$ cat src/core/event_type_pkg.sv
// Constants shared by the activity monitor event-type register bank
package event_type_pkg;
  // --------------------------------------------------------------
  // Bus geometry
  // --------------------------------------------------------------
  localparam int ADDR_W = 12;
  localparam int DATA_W = 32;
  localparam int IDX_W = 2;
  localparam int COUNT_W = 8;

  // --------------------------------------------------------------
  // Register offsets (byte addresses)
  // --------------------------------------------------------------
  localparam logic [ADDR_W-1:0] OFS_EVENT_TYPE_COUNTER_ZERO = 12'h400;
  localparam logic [ADDR_W-1:0] OFS_EVENT_TYPE_COUNTER_ONE = 12'h404;
  localparam logic [ADDR_W-1:0] OFS_EVENT_TYPE_COUNTER_TWO = 12'h408;
  localparam int NUM_TYPE_REGS = 3;

  // --------------------------------------------------------------
  // Field layout
  // --------------------------------------------------------------
  localparam int EVENT_NUMBER_FIELD_LSB = 0;
  localparam int EVENT_NUMBER_FIELD_W = 16;
  localparam int RESERVED_ZERO_LSB = 16;
  localparam int RESERVED_ZERO_W = 16;

  // --------------------------------------------------------------
  // Fixed event numbers
  // --------------------------------------------------------------
  localparam logic [EVENT_NUMBER_FIELD_W-1:0] EVT_PROC_FREQ_CYCLES = 16'h0011;
  localparam logic [EVENT_NUMBER_FIELD_W-1:0] EVT_CONST_FREQ_CYCLES = 16'h4004;

  // --------------------------------------------------------------
  // Reset values of the answer registers
  // --------------------------------------------------------------
  localparam logic [DATA_W-1:0] RDATA_RESET = 32'h0000_0000;
  localparam logic WRITE_FLAG_RESET = 1'b0;
endpackage

$ cat src/core/event_type_lookup.sv
// Combinational lookup of one event-type register value by index
module event_type_lookup #(
  parameter logic [15:0] INSTR_RETIRED_CODE = 16'h0000
) (
  // Selection
  input wire logic i_hit,
  input wire logic [event_type_pkg::IDX_W-1:0] i_index,
  // Number of architected counters present
  input wire logic [event_type_pkg::COUNT_W-1:0] i_architected_counter_count,
  // Value
  output logic [event_type_pkg::DATA_W-1:0] o_value
);
  logic [event_type_pkg::EVENT_NUMBER_FIELD_W-1:0] event_number_field;
  logic implemented;

  always_comb begin
    case (i_index)
      2'h0: event_number_field = event_type_pkg::EVT_PROC_FREQ_CYCLES;
      2'h1: event_number_field = event_type_pkg::EVT_CONST_FREQ_CYCLES;
      2'h2: event_number_field = INSTR_RETIRED_CODE;
      default: event_number_field = 16'h0000;
    endcase
  end

  // Indices at or past the implemented count read as zero
  assign implemented = {{(event_type_pkg::COUNT_W-event_type_pkg::IDX_W){1'b0}}, i_index}
    < i_architected_counter_count;

  // Upper half is always zero; low half carries the fixed number
  assign o_value = (i_hit && implemented) ?
    {{event_type_pkg::RESERVED_ZERO_W{1'b0}}, event_number_field} :
    {event_type_pkg::DATA_W{1'b0}};
endmodule

$ cat src/core/event_type_regs.sv
// Read-only event-type register bank for the architected activity monitor counters

// What this block does
// - Writes to the event-type registers change nothing; they are only flagged.
// - Bits 31 to 16 of every event-type register always read zero.
// - Bits 15 to 0 hold the fixed event number of the matching counter.
// - Offset 0x400 reports the processor frequency cycles event number.
// - Offset 0x404 reports the constant frequency cycles event number.
// - Offset 0x408 reports the instructions retired event number.
// - Registers at or beyond the implemented counter count read as zero.
// - The implemented counter count comes from the counter group configuration field.
// - The system register view shows exactly the same 32 bits.
module event_type_regs #(
  parameter logic [15:0] INSTR_RETIRED_CODE = 16'h0000,
  parameter int NUM_ARCH_COUNTERS_MAX = event_type_pkg::NUM_TYPE_REGS
) (
  // Clock and reset
  input wire logic i_sys_clk,
  input wire logic i_rst_b,
  // Memory-mapped register port
  input wire logic [event_type_pkg::ADDR_W-1:0] i_addr,
  input wire logic [event_type_pkg::DATA_W-1:0] i_wdata,
  input wire logic i_wr,
  input wire logic i_rd,
  output logic [event_type_pkg::DATA_W-1:0] o_rdata,
  output logic o_write_ignored,
  // System register view
  input wire logic i_sysreg_rd,
  input wire logic [event_type_pkg::IDX_W-1:0] i_sysreg_idx,
  output logic [event_type_pkg::DATA_W-1:0] o_sysreg_rdata,
  // Field of the counter group configuration register
  input wire logic [event_type_pkg::COUNT_W-1:0] i_architected_counter_count
);
  // --------------------------------------------------------------
  // Elaboration checks
  // --------------------------------------------------------------
  if (NUM_ARCH_COUNTERS_MAX != event_type_pkg::NUM_TYPE_REGS) begin : g_bad_count
    $error("event_type_regs: only three architected event-type registers are supported");
  end

  // --------------------------------------------------------------
  // Reset release
  // --------------------------------------------------------------
  logic rst_meta_b;
  logic rst_sync_b;

  always_ff @(posedge i_sys_clk or negedge i_rst_b) begin
    if (!i_rst_b) begin
      rst_meta_b <= 1'b0;
      rst_sync_b <= 1'b0;
    end else begin
      rst_meta_b <= 1'b1;
      rst_sync_b <= rst_meta_b;
    end
  end

  // --------------------------------------------------------------
  // Address decode
  // --------------------------------------------------------------
  // Unaligned or out-of-window addresses miss, so they read zero like any hole
  function automatic logic type_hit(input logic [event_type_pkg::ADDR_W-1:0] addr);
    type_hit = (addr == event_type_pkg::OFS_EVENT_TYPE_COUNTER_ZERO) ||
               (addr == event_type_pkg::OFS_EVENT_TYPE_COUNTER_ONE) ||
               (addr == event_type_pkg::OFS_EVENT_TYPE_COUNTER_TWO);
  endfunction

  logic bus_hit;
  logic [event_type_pkg::IDX_W-1:0] bus_idx;
  logic sys_hit;
  logic [event_type_pkg::DATA_W-1:0] bus_value;
  logic [event_type_pkg::DATA_W-1:0] sys_value;

  assign bus_hit = type_hit(i_addr);
  assign bus_idx = i_addr[3:2];
  assign sys_hit = ({{(event_type_pkg::COUNT_W-event_type_pkg::IDX_W){1'b0}}, i_sysreg_idx}
    < event_type_pkg::COUNT_W'(event_type_pkg::NUM_TYPE_REGS));

  // --------------------------------------------------------------
  // Value lookup
  // --------------------------------------------------------------
  // One lookup per view from the same table keeps both views identical
  event_type_lookup #(
    .INSTR_RETIRED_CODE(INSTR_RETIRED_CODE)
  ) u_bus_lookup (
    .i_hit(bus_hit),
    .i_index(bus_idx),
    .i_architected_counter_count(i_architected_counter_count),
    .o_value(bus_value)
  );

  event_type_lookup #(
    .INSTR_RETIRED_CODE(INSTR_RETIRED_CODE)
  ) u_sys_lookup (
    .i_hit(sys_hit),
    .i_index(i_sysreg_idx),
    .i_architected_counter_count(i_architected_counter_count),
    .o_value(sys_value)
  );

  // --------------------------------------------------------------
  // Answer registers
  // --------------------------------------------------------------
  logic [event_type_pkg::DATA_W-1:0] next_rdata;
  logic [event_type_pkg::DATA_W-1:0] next_sysreg_rdata;
  logic next_write_ignored;
  logic unused_wdata;

  // Write data is deliberately dropped: the bank holds no writable state
  assign unused_wdata = ^i_wdata;

  always_comb begin
    next_rdata = event_type_pkg::RDATA_RESET;
    next_sysreg_rdata = event_type_pkg::RDATA_RESET;
    if (i_rd) begin
      next_rdata = bus_value;
    end
    if (i_sysreg_rd) begin
      next_sysreg_rdata = sys_value;
    end
    // A write to a mapped offset is reserved: flagged one cycle, stored nowhere
    next_write_ignored = i_wr && bus_hit;
  end

  always_ff @(posedge i_sys_clk or negedge rst_sync_b) begin
    if (!rst_sync_b) begin
      o_rdata <= event_type_pkg::RDATA_RESET;
      o_sysreg_rdata <= event_type_pkg::RDATA_RESET;
      o_write_ignored <= event_type_pkg::WRITE_FLAG_RESET;
    end else begin
      o_rdata <= next_rdata;
      o_sysreg_rdata <= next_sysreg_rdata;
      o_write_ignored <= next_write_ignored;
    end
  end
endmodule

$ cat config.mk
export PLATFORM = sky130hd
export DESIGN_NAME = event_type_regs
export DESIGN_NICKNAME = d
export VERILOG_FILES = /design/src/core/event_type_pkg.sv /design/src/core/event_type_lookup.sv /design/src/core/event_type_regs.sv
export SDC_FILE = /design/constraint.sdc
export NUM_CORES = 1
export LEC_CHECK = 0
export ABC_AREA = 1
export BUFFER_PORTS_ARGS = -buffer_cell sky130_fd_sc_hd__clkbuf_2
export CAP_MARGIN = 20
export CORE_ASPECT_RATIO = 0.7
export CORE_UTILIZATION = 30
export DETAILED_ROUTE_END_ITERATION = 16
export MAX_ROUTING_LAYER = met4
export PLACE_DENSITY = 0.82
export SETUP_SLACK_MARGIN = 0.02
export SYNTH_ARGS = -nofsm -noshare
export SYNTH_HDL_FRONTEND = slang
export SYNTH_SLANG_ARGS = --single-unit
export TNS_END_PERCENT = 20
$ cat constraint.sdc
create_clock -name i_sys_clk -period 0.9 [get_ports i_sys_clk]
set_clock_uncertainty 0.2 [all_clocks]
set_input_delay 0.045 -clock i_sys_clk [delete_from_list [all_inputs] [get_ports i_sys_clk]]
set_output_delay 0.045 -clock i_sys_clk [all_outputs]
set_load 0.02 [all_outputs]
==> summary.md, run 1 <==
| Metric | Value |
|---|---|
| Status | `complete, but fails checks` |
| Failing checks | `hold timing, setup timing` |
| Initial antenna violation count | `0` |
| Rows | `15` |
| Core area | `0.00255 mm²` |
| Async SR Flop Fraction | `1.00` |
| Placed Area | `833 µm²` |
| Wire length on met3 | `83 µm` |
| H-tree depth | `1` |
| Die height | `46.2 µm` |
| Reg2Reg Setup Slack | `230 ps` |
| Share of layout cells above drive strength 1 | `0.284` |
| Vias in the first global route | `392` |
| Hold_sp | `i_sysreg_rd` |
| Post-Synth Simple-Gate Area | `0.149` |
| PD cells | `1220 mW/mm²` |
| Mux share of post-synthesis cell area | `0` |
| CP startpoint kind | `register` |
| Top cells by area, synth | `buf_4, dfrtp_1, nand2_1, nor2_1, inv_1` |
| Highest clock rate | `998 MHz` |
| DRT Wirelength | `1.15 mm` |
| Post-Synth XOR/XNOR Area | `0` |
| Share of the synthesized area in the top cell type | `0.538` |
| Clk_lat worst skew | `220 ps` |
| Crit path time final | `1000 ps` |
| YS warnings | `0` |
| Die width | `65.1 µm` |
| Leakage | `0.000576 µW` |
| VDD IR max | `287 µV` |
| CTS sink cnt | `7` |
| Worst Setup SP | `o_sysreg_rdata[2]$_DFF_PN0_` |
| Cell variety after synth | `13` |
| Bufs on Longest Clock Path | `2` |
| Max Cap Violations | `0` |
| Yosys top cell by area | `buf_4` |
| N_diodes | `0` |
| CTS tree | `done` |
| Area delta synth->final | `7.62%` |
| Ports | `124` |
| Hold Path Cell Cnt | `3` |
| Setup bufs post-CTS | `0` |
| Top Metal Used | `met3` |
| Final setup violation count | `9` |
| Initial DRC Count | `6` |
| Adder-Cell Fraction of Synth Area | `0.0299` |
| WP data required | `650 ps` |
| Slowest CP cell | `dfrtp_1` |
| Pin count of the biggest net entering global routing | `6` |
| Reg clk slew, reported paths | `40 ps` |
| Crit share post-route | `1.11` |
| Synth Area in Compound Gates | `0.0239` |
| Met1 wire length | `385 µm` |
| 1st-pass router iterations | `5` |
| CP peak stage delay | `370 ps` |
| Die ar. | `0.00301 mm²` |
| Post-synthesis sequential area ratio | `0.209` |
| Dpl ws | `-139 ps` |
| Main combinational cell family by area after synthesis | `buffers and inverters` |
| Crit Path Max Fanout | `2` |
| Mapped Area | `837 µm²` |
| Initial core utilization | `0.328` |
| CTS root buf | `clkbuf_8` |
| Met2 WL post-DR | `676 µm` |
| Total CTS buffers | `3` |
| Worst Hold Class | `in2reg` |
| Crit path buffers/inverters | `1` |
| Reg area | `175 µm²` |
| WS Path Type | `reg2out` |
| Port-buffer cells | `35` |
| Yosys reg bits | `7` |
| Count leader, synth | `buf_4` |
| Post-DRT Antenna Nets | `0` |
| Slew Limit Fails | `0` |
| Post-Layout Inst Area | `901 µm²` |
| Post-layout nets | `210` |
| Grt ovf | `0` |
| EDFF count, synth | `0` |
| Setup slack after layout | `-102 ps` |
| Fillers | `289` |
| DP HPWL | `1.08 mm` |
| Synth top cells by count | `buf_4, nand2_1, nor2_1` |
| Post-synth top flop | `dfrtp_1` |
| Residual DRC | `0` |
| First-pass GRT wire length | `1.57 mm` |
| Gpl congestion | `0.686` |
| Worst endpoint data arrival time | `760 ps` |
| CP top delay family | `flip-flops` |
| Reg-to-reg startpoint | `rst_meta_b$_DFF_PN0_` |
| WL/cell | `6.30 µm` |
| Worst reg-to-reg path cell count | `0` |
| Hold-fix buffers at CTS | `1` |
| Gr usage total | `0.0742` |
| Worst-path cell chain | `buf_2` |
| Worst Setup End Kind | `output pin` |
| Routed vias | `565` |
| Multi-input gate area | `397 µm²` |
| CP Depth | `1` |
| Syn Area/Cell | `7.47 µm²` |
| Sum Neg Setup Slack | `-797 ps` |
| Final Hold Slack | `-151 ps` |
| RSZ-0062 raised after global routing | `yes` |
| Gate count of the mapped netlist | `112` |
| Hold Vio Cnt, Final | `12` |
| Routed vias/inst | `3.10` |
-- registers in the layout, summed over array words and instances (netlist names) --
register and cells:
o_sysreg_rdata 2, o_write_ignored 1, rst_sync_b 1, rst_meta_b 1, o_rdata 2
-- where the power goes --
| part | internal, µW | switching [µW] |
|---|---|---|
| Sequential | 325 | 6.19 |
| Combinational | 75.4 | 270 |
| Clock | 305 | 119 |
-- layout by cell type, fill, tap and decap left out, drive strengths merged --
cell and instances:
conb 57, clkbuf 30, nand2 12, nor2 11, buf 10, inv 9, dfrtp 7, nand3b 3
o21ai 2, a21oi 2, ha 2, or2 1, nor3b 1, dlygate4sd3 1
-- routing by layer --
| metal | track usage | vias up |
|---|---|---|
| met5 | - | - |
| met4 | 0.0522 | 0 |
| met3 | 0.0248 | 0 |
| met2 | 0.133 | 32 |
| met1 | 0.0692 | 242 |
| li1 | - | 291 |
-- through the flow --
stage	total power (µW)	util	std cells
after floorplan	785	-	167
after global placement	671	0.326	177
after detailed placement	674	0.326	177
after CTS	1110	0.348	182
after global routing	1190	0.353	182
final	1100	0.353	182
-- repair_timing --
action	4_1_cts	5_1_grt
hold endpoints to repair	12	12
setup endpoints to repair	9	9
resized for setup	0	13
-- cell families (layout without fill, tap and decap cells) --
family                   count (synthesis)  in the layout
AO/OA/AOI/OAI                            4              4
adder cells (fa/ha/maj)                  2              2
buffers and inverters                   69             50
flip-flops                               7              7
other                                    2             57
AND/OR/NAND/NOR                         28             28
-- worst paths after layout --
check,to
worst max-delay path,o_sysreg_rdata[2]
worst min-delay path,o_sysreg_rdata[4]$_DFF_PN0_
worst max register to register,rst_sync_b$_DFF_PN0_
worst min register to register,o_sysreg_rdata[4]$_DFF_PN0_
max in group asynchronous,o_write_ignored$_DFF_PN0_
min in group asynchronous,o_sysreg_rdata[4]$_DFF_PN0_
-- layout make-up --
type,instances,area share
Clock buffer,4,0.0500
Inverter,9,0.0403
Multi-Input combinational cell,91,0.440
Sequential cell,7,0.194
Tap cell,34,0.0472
Timing Repair Buffer,37,0.228
(Power assumes the default switching activity.)
==> run 2: changes to the inputs <==
Settings changed: CORE_UTILIZATION 30 to 32, PLACE_DENSITY 0.82 to 0.86, REMOVE_ABC_BUFFERS set to 1.
Clock period 0.9 ns to 1.2 ns, I/O delays scaled along.
==> run 2 against run 1 <==
Compared with the run above: the flow finishes with violations (hold timing); clock-buffer cell count is the same; worst hold slack gained 74 ps; die area down 6.0%; clock power down 26%; setup slack better by 190 ps; cell area is 8.1% higher; sequential power decreased by 26%; largest cell class unchanged; highest routed layer is now met4.
==> summary.md, run 2 (synthesis gave the netlist of run 1 again) <==
| Metric | Value |
|---|---|
| DRT Wirelength | `1.18 mm (+2.8%)` |
| Hold-fix buffers at CTS | `11 (+10)` |
| Most common cell after layout, fill and taps aside | `conb_1` |
| Max Cap Violations | `0 (unchanged)` |
| Combinational power share | `0.335 (+0.021)` |
| Gr usage total | `0.0847 (+0.0105)` |
| RR Endpoint | `o_write_ignored$_DFF_PN0_` |
| Worst Setup SP | `i_sysreg_idx[0]` |
| Reg2Reg Setup Slack | `200 ps (-30 ps)` |
| Reg clk slew, reported paths | `40 ps (about the same)` |
| Largest regs | `o_rdata (2), o_sysreg_rdata (2)` |
| Final Hold Slack | `-76.9 ps (+74.0 ps)` |
| First-pass GRT wire length | `1.77 mm (+13%)` |
| WP data required | `1150 ps (+500 ps)` |
| Crit share post-route | `0.923` |
| Die height | `44.8 µm (-3.0%)` |
| Reg-to-reg startpoint | `rst_sync_b$_DFF_PN0_` |
| PD cells | `864 mW/mm² (-29%)` |
| Clock share of power | `0.373 (-0.012)` |
| Ports | `124 (unchanged)` |
| Post-DRT Antenna Nets | `0 (unchanged)` |
| CP startpoint kind | `primary input` |
| Clk_lat worst skew | `220 ps (about the same)` |
| Worst Setup End Kind | `register` |
| Vias in the first global route | `468 (+19%)` |
| Post-layout nets | `218 (+3.8%)` |
| # placed instances | `176 (-0.56%)` |
| Rows | `15 (unchanged)` |
| Residual DRC | `0 (unchanged)` |
| Port-buffer cells | `35 (unchanged)` |
| Leakage | `0.000601 µW (+4.2%)` |
| P_sw | `296 µW (-25%)` |
| Sw frac | `0.352 (-0.00750)` |
| Die width | `63.1 µm (-3.1%)` |
| Worst endpoint data arrival time | `1060 ps (+300 ps)` |
| Initial antenna violation count | `0 (unchanged)` |
| VDD IR max | `288 µV (+0.52%)` |
| Core area | `0.00248 mm² (-2.9%)` |
| Routed vias | `594 (+5.1%)` |
| CTS root buf | `clkbuf_8` |
| 1st-pass router iterations | `4 (-1)` |
| CTS tree | `done` |
| Commonest cells after routing, fill and taps aside | `conb_1, clkbuf_2, nand2_1` |
| Highest clock rate | `903 MHz` |
| Gpl congestion | `0.652 (-4.9%)` |
| DP HPWL | `1.01 mm (-6.3%)` |
| Hold Vio Cnt, Final | `1 (-11)` |
| Status | `complete, but fails checks` |
| N_diodes | `0 (unchanged)` |
| Bufs on Longest Clock Path | `2 (unchanged)` |
| Total CTS buffers | `3 (unchanged)` |
| WL/cell | `6.20 µm (-1.5%)` |
| Critical Path End | `o_sysreg_rdata[4]$_DFF_PN0_` |
| Failing checks | `hold timing` |
| Reg power frac | `0.292 (-0.009)` |
| Worst Hold Class | `in2reg` |
| Setup bufs post-CTS | `0 (unchanged)` |
| Fillers | `281 (-2.8%)` |
| Sum Neg Setup Slack | `0 ps (+797 ps)` |
| Final setup violation count | `0 (-9)` |
| Area delta synth->final | `16.3%` |
| Int Pwr | `545 µW (-23%)` |
| WS Path Type | `in2reg` |
| Die ar. | `0.00283 mm² (-6.0%)` |
| Share of layout cells above drive strength 1 | `0.269 (-0.0146)` |
| Worst reg-to-reg path cell count | `1 (+1)` |
| Non-filler cells, final | `190 (+4.4%)` |
| Final Core Density | `0.393 (+0.0400)` |
| Crit path time final | `1110 ps` |
| Initial DRC Count | `22 (+16)` |
| H-tree depth | `1 (unchanged)` |
| Slew Limit Fails | `0 (unchanged)` |
| Pin count of the biggest net entering global routing | `6 (unchanged)` |
| Grt ovf | `0 (unchanged)` |
| Routed vias/inst | `3.13 (+0.71%)` |
| CTS sink cnt | `7 (unchanged)` |
| Initial core utilization | `0.338 (+0.00994)` |
| Hold Path Cell Cnt | `3 (unchanged)` |
| RSZ-0062 raised after global routing | `yes` |
| Crit Path Max Fanout | `3 (+1)` |
## run 2: changes by cell type in the layout (fill, tap and decap cells not counted), moves of 2 or more
| cell | before | now |
|---|---|---|
| buf_6 | 2 | 0 |
| dlygate4sd3_1 | 1 | 11 |
| nor2_2 | 1 | 3 |
| buf_2 | 7 | 0 |
| a21oi_2 | 0 | 2 |
| clkbuf_2 | 26 | 34 |
| a21oi_1 | 2 | 0 |
| nor2_1 | 10 | 8 |
## run 2: cell type report
type,count,area [µm²],area share
sequential,7,175,0.180
timing repair buffer,45,280,0.288
multi-input combinational,91,397,0.407
clock buffer,4,45.0,0.0463
inverter,9,33.8,0.0347
tap,34,42.5,0.0437
## run 2: metrics by stage
step | setup slack (ps) | total power [µW] | cell area, µm²
final | 92.4 | 841 | 973
after global routing | 8.75 | 902 | 973
after CTS | 59.8 | 848 | 966
after detailed placement | 119 | 498 | 811
after global placement | 128 | 495 | 811
after floorplan | 294 | 442 | 593
## run 2: how the worst min path moves through the flow
stage / start / to / slack, ps
6_report: i_addr[11] / o_write_ignored$_DFF_PN0_ / -80
5_1_grt: i_addr[11] / o_write_ignored$_DFF_PN0_ / -30
4_1_cts: i_addr[11] / o_write_ignored$_DFF_PN0_ / -80
3_5_place_dp: i_rst_b / rst_meta_b$_DFF_PN0_ / -350
3_3_place_gp: i_rst_b / rst_sync_b$_DFF_PN0_ / -350
2_1_floorplan: i_rst_b / rst_meta_b$_DFF_PN0_ / -440
## run 2: what timing repair did
item                       CTS  global route
hold endpoints to repair    12             1
gates resized for setup      0             4
setup endpoints to repair    0             4
## run 2: power by group through the flow
| stage | Combinational (µW) | Sequential, µW | Clock (µW) |
|---|---|---|---|
| 2_1_floorplan | 184 | 257 | 0 |
| 3_3_place_gp | 244 | 251 | 0 |
| 3_5_place_dp | 247 | 251 | 0 |
| 4_1_cts | 278 | 246 | 324 |
| 5_1_grt | 312 | 246 | 344 |
| 6_report | 282 | 246 | 313 |
## run 2: critical path: stages
cell and delay [ps]:
dlygate4sd3_1 530, clkbuf_2 130, o21ai_1 120, nand2_1 100, a21oi_2 120
## run 2: metal layers
layer	global-route usage	routed length, µm
met1	0.0741	355
met4	0.0558	16
met5	-	0
met2	0.168	710
met3	0.0202	95
==> run 3: changes to the inputs <==
Settings changed: REMOVE_ABC_BUFFERS 1 to unset.
==> run 3 against run 2 <==
Compared with the run above: the run still ends with hold timing left; critical endpoint is now o_rdata[2]$_DFF_PN0_; critical path depth grew 1; sequential share of layout area is essentially flat; worst hold slack gained 7.6 ps; routed wire length grew 8.0%.
==> summary.md, run 3 (synthesis gave the netlist of run 1 again) <==
| Metric | Value |
|---|---|
| Bufs on Longest Clock Path | `2 (unchanged)` |
| Worst reg-to-reg path cell count | `1 (unchanged)` |
| VDD IR max | `261 µV (-9.4%)` |
| CP Depth | `6 (+1)` |
| Worst-path cell chain | `dlygate4sd3_1 -> clkbuf_2 -> nand3b_1 -> nor2_1 -> nand2_1 -> nor2_1` |
| Rows | `15 (unchanged)` |
| Highest clock rate | `881 MHz (-2.5%)` |
| DRT Wirelength | `1.27 mm (+8.0%)` |
| CP startpoint kind | `primary input` |
| Gpl congestion | `0.705 (+8.1%)` |
| Placed Area | `811 µm² (unchanged)` |
| RR Endpoint | `o_rdata[4]$_DFF_PN0_` |
| Routed vias | `610 (+2.7%)` |
| N_diodes | `0 (unchanged)` |
| Crit Path Max Fanout | `2 (-1)` |
| RSZ-0062 raised after global routing | `yes` |
| Worst Setup End Kind | `register` |
| Die width | `63.1 µm (unchanged)` |
| CTS root buf | `clkbuf_8` |
| CP top delay family | `buffers and inverters` |
| Final Hold Slack | `-69.3 ps (+7.59 ps)` |
| Crit share post-route | `0.946 (+0.0233)` |
| Pin count of the biggest net entering global routing | `6 (unchanged)` |
| Crit path time final | `1140 ps (+27.9 ps)` |
| CP most frequent cell | `nor2_1` |
| Sw frac | `0.358 (+0.00607)` |
| WP data required | `1140 ps (about the same)` |
| Hold Vio Cnt, Final | `1 (unchanged)` |
| Commonest cells after routing, fill and taps aside | `conb_1, clkbuf_2, nand2_1, dlygate4sd3_1, nor2_1` |
| Share of layout cells above drive strength 1 | `0.269 (unchanged)` |
| Hold Path End | `o_write_ignored$_DFF_PN0_` |
| Slowest CP cell | `dlygate4sd3_1` |
| Clock share of power | `0.376 (+0.003)` |
| PD cells | `875 mW/mm² (+1.3%)` |
| Final Core Density | `0.393 (+0.000505)` |
| Ports | `124 (unchanged)` |
| Max Cap Violations | `0 (unchanged)` |
| Hold_sp | `i_addr[11]` |
| Final setup violation count | `0 (unchanged)` |
| Grt ovf | `0 (unchanged)` |
| Clk_lat worst skew | `220 ps (about the same)` |
| WL/cell | `6.69 µm (+8.0%)` |
| Status | `complete, but fails checks` |
| Die ar. | `0.00283 mm² (unchanged)` |
| Core area | `0.00248 mm² (unchanged)` |
| WS Path Type | `in2reg` |
| Area delta synth->final | `16.4%` |
| Setup bufs post-CTS | `0 (unchanged)` |
| Hold Path Cell Cnt | `3 (unchanged)` |
| Worst endpoint data arrival time | `1080 ps (+20 ps)` |
| Reg-to-reg startpoint | `rst_sync_b$_DFF_PN0_` |
| Most common cell after layout, fill and taps aside | `conb_1` |
| Vias in the first global route | `494 (+5.6%)` |
| Non-filler cells, final | `190 (unchanged)` |
| Hold-fix buffers at CTS | `11 (unchanged)` |
| # placed instances | `176 (unchanged)` |
| CP peak stage delay | `530 ps (about the same)` |
| Die height | `44.8 µm (unchanged)` |
| Initial DRC Count | `36 (+64%)` |
| First-pass GRT wire length | `1.86 mm (+5.5%)` |
| CTS tree | `done` |
| Post-layout nets | `218 (unchanged)` |
| Post-Layout Inst Area | `975 µm² (+0.13%)` |
| Largest regs | `o_rdata (2), o_sysreg_rdata (2)` |
| Combinational power share | `0.337 (+0.002)` |
| Leakage | `0.000602 µW (+0.26%)` |
| Post-DRT Antenna Nets | `0 (unchanged)` |
| P_sw | `305 µW (+3.2%)` |
| Int Pwr | `548 µW (+0.48%)` |
| Worst Hold Class | `in2reg` |
| Reg2Reg Setup Slack | `210 ps (about the same)` |
| DP HPWL | `968 µm (-4.2%)` |
| Failing checks | `hold timing` |
| Total CTS buffers | `3 (unchanged)` |
| CTS sink cnt | `7 (unchanged)` |
| Reg power frac | `0.287 (-0.005)` |
| Slew Limit Fails | `0 (unchanged)` |
| Gr usage total | `0.0886 (+0.00391)` |
| Routed vias/inst | `3.21 (+2.7%)` |
| Initial antenna violation count | `0 (unchanged)` |
| H-tree depth | `1 (unchanged)` |
| Reg clk slew, reported paths | `40 ps (about the same)` |
| Residual DRC | `0 (unchanged)` |
| Initial core utilization | `0.338 (unchanged)` |
| Port-buffer cells | `35 (unchanged)` |
| Crit path buffers/inverters | `2 (unchanged)` |
| 1st-pass router iterations | `4 (unchanged)` |
-- run 3: cell counts in the layout (fill, tap and decap cells not counted) --
Identical to the previous run, type by type.
-- run 3: worst max path at each step --
| stage | end | slack (ps) | startpoint |
|---|---|---|---|
| floorplan | o_rdata[2]$_DFF_PN0_ | 290 | i_architected_counter_count[1] |
| global placement | o_rdata[2]$_DFF_PN0_ | 120 | i_addr[3] |
| detailed placement | o_rdata[2]$_DFF_PN0_ | 90 | i_addr[3] |
| CTS | o_rdata[2]$_DFF_PN0_ | 40 | i_addr[10] |
| global route | o_rdata[4]$_DFF_PN0_ | -8 | i_addr[10] |
| finish | o_rdata[2]$_DFF_PN0_ | 60 | i_addr[10] |
-- run 3: routing by layer --
layer  up-vias  GRT usage  share of wire
met1       272     0.0707           0.31
li1        306          -              -
met5         -          -              0
met4         0     0.0419         0.0079
met3         2     0.0152          0.050
met2        30      0.198           0.63
-- run 3: timing repair --
item                                    4_1_cts  5_1_grt
endpoints found under the setup margin        0        4
resized for setup                             0        4
hold endpoints to repair                     12        1
-- run 3: power groups by stage --
stage | clock [µW] | combinational (µW) | sequential (µW)
floorplan | 0 | 332 | 254
global placement | 0 | 244 | 251
detailed placement | 0 | 247 | 251
CTS | 321 | 277 | 245
global route | 356 | 313 | 245
finish | 321 | 287 | 245
-- run 3: cell type report --
type	instances	area, µm²
Clock buffer	4	45.0
Fill cell	267	1500
Inverter	9	33.8
Multi-Input combinational cell	91	398
Sequential cell	7	175
Tap cell	34	42.5
Timing Repair Buffer	45	280
-- run 3: stage by stage --
step / setup slack (ps) / power [µW] / TNS, ps
floorplan: 294 / 586 / 0
global placement: 117 / 495 / 0
detailed placement: 94.9 / 498 / 0
CTS: 38.6 / 844 / 0
global route: -7.73 / 915 / -14.4
finish: 64.5 / 853 / 0
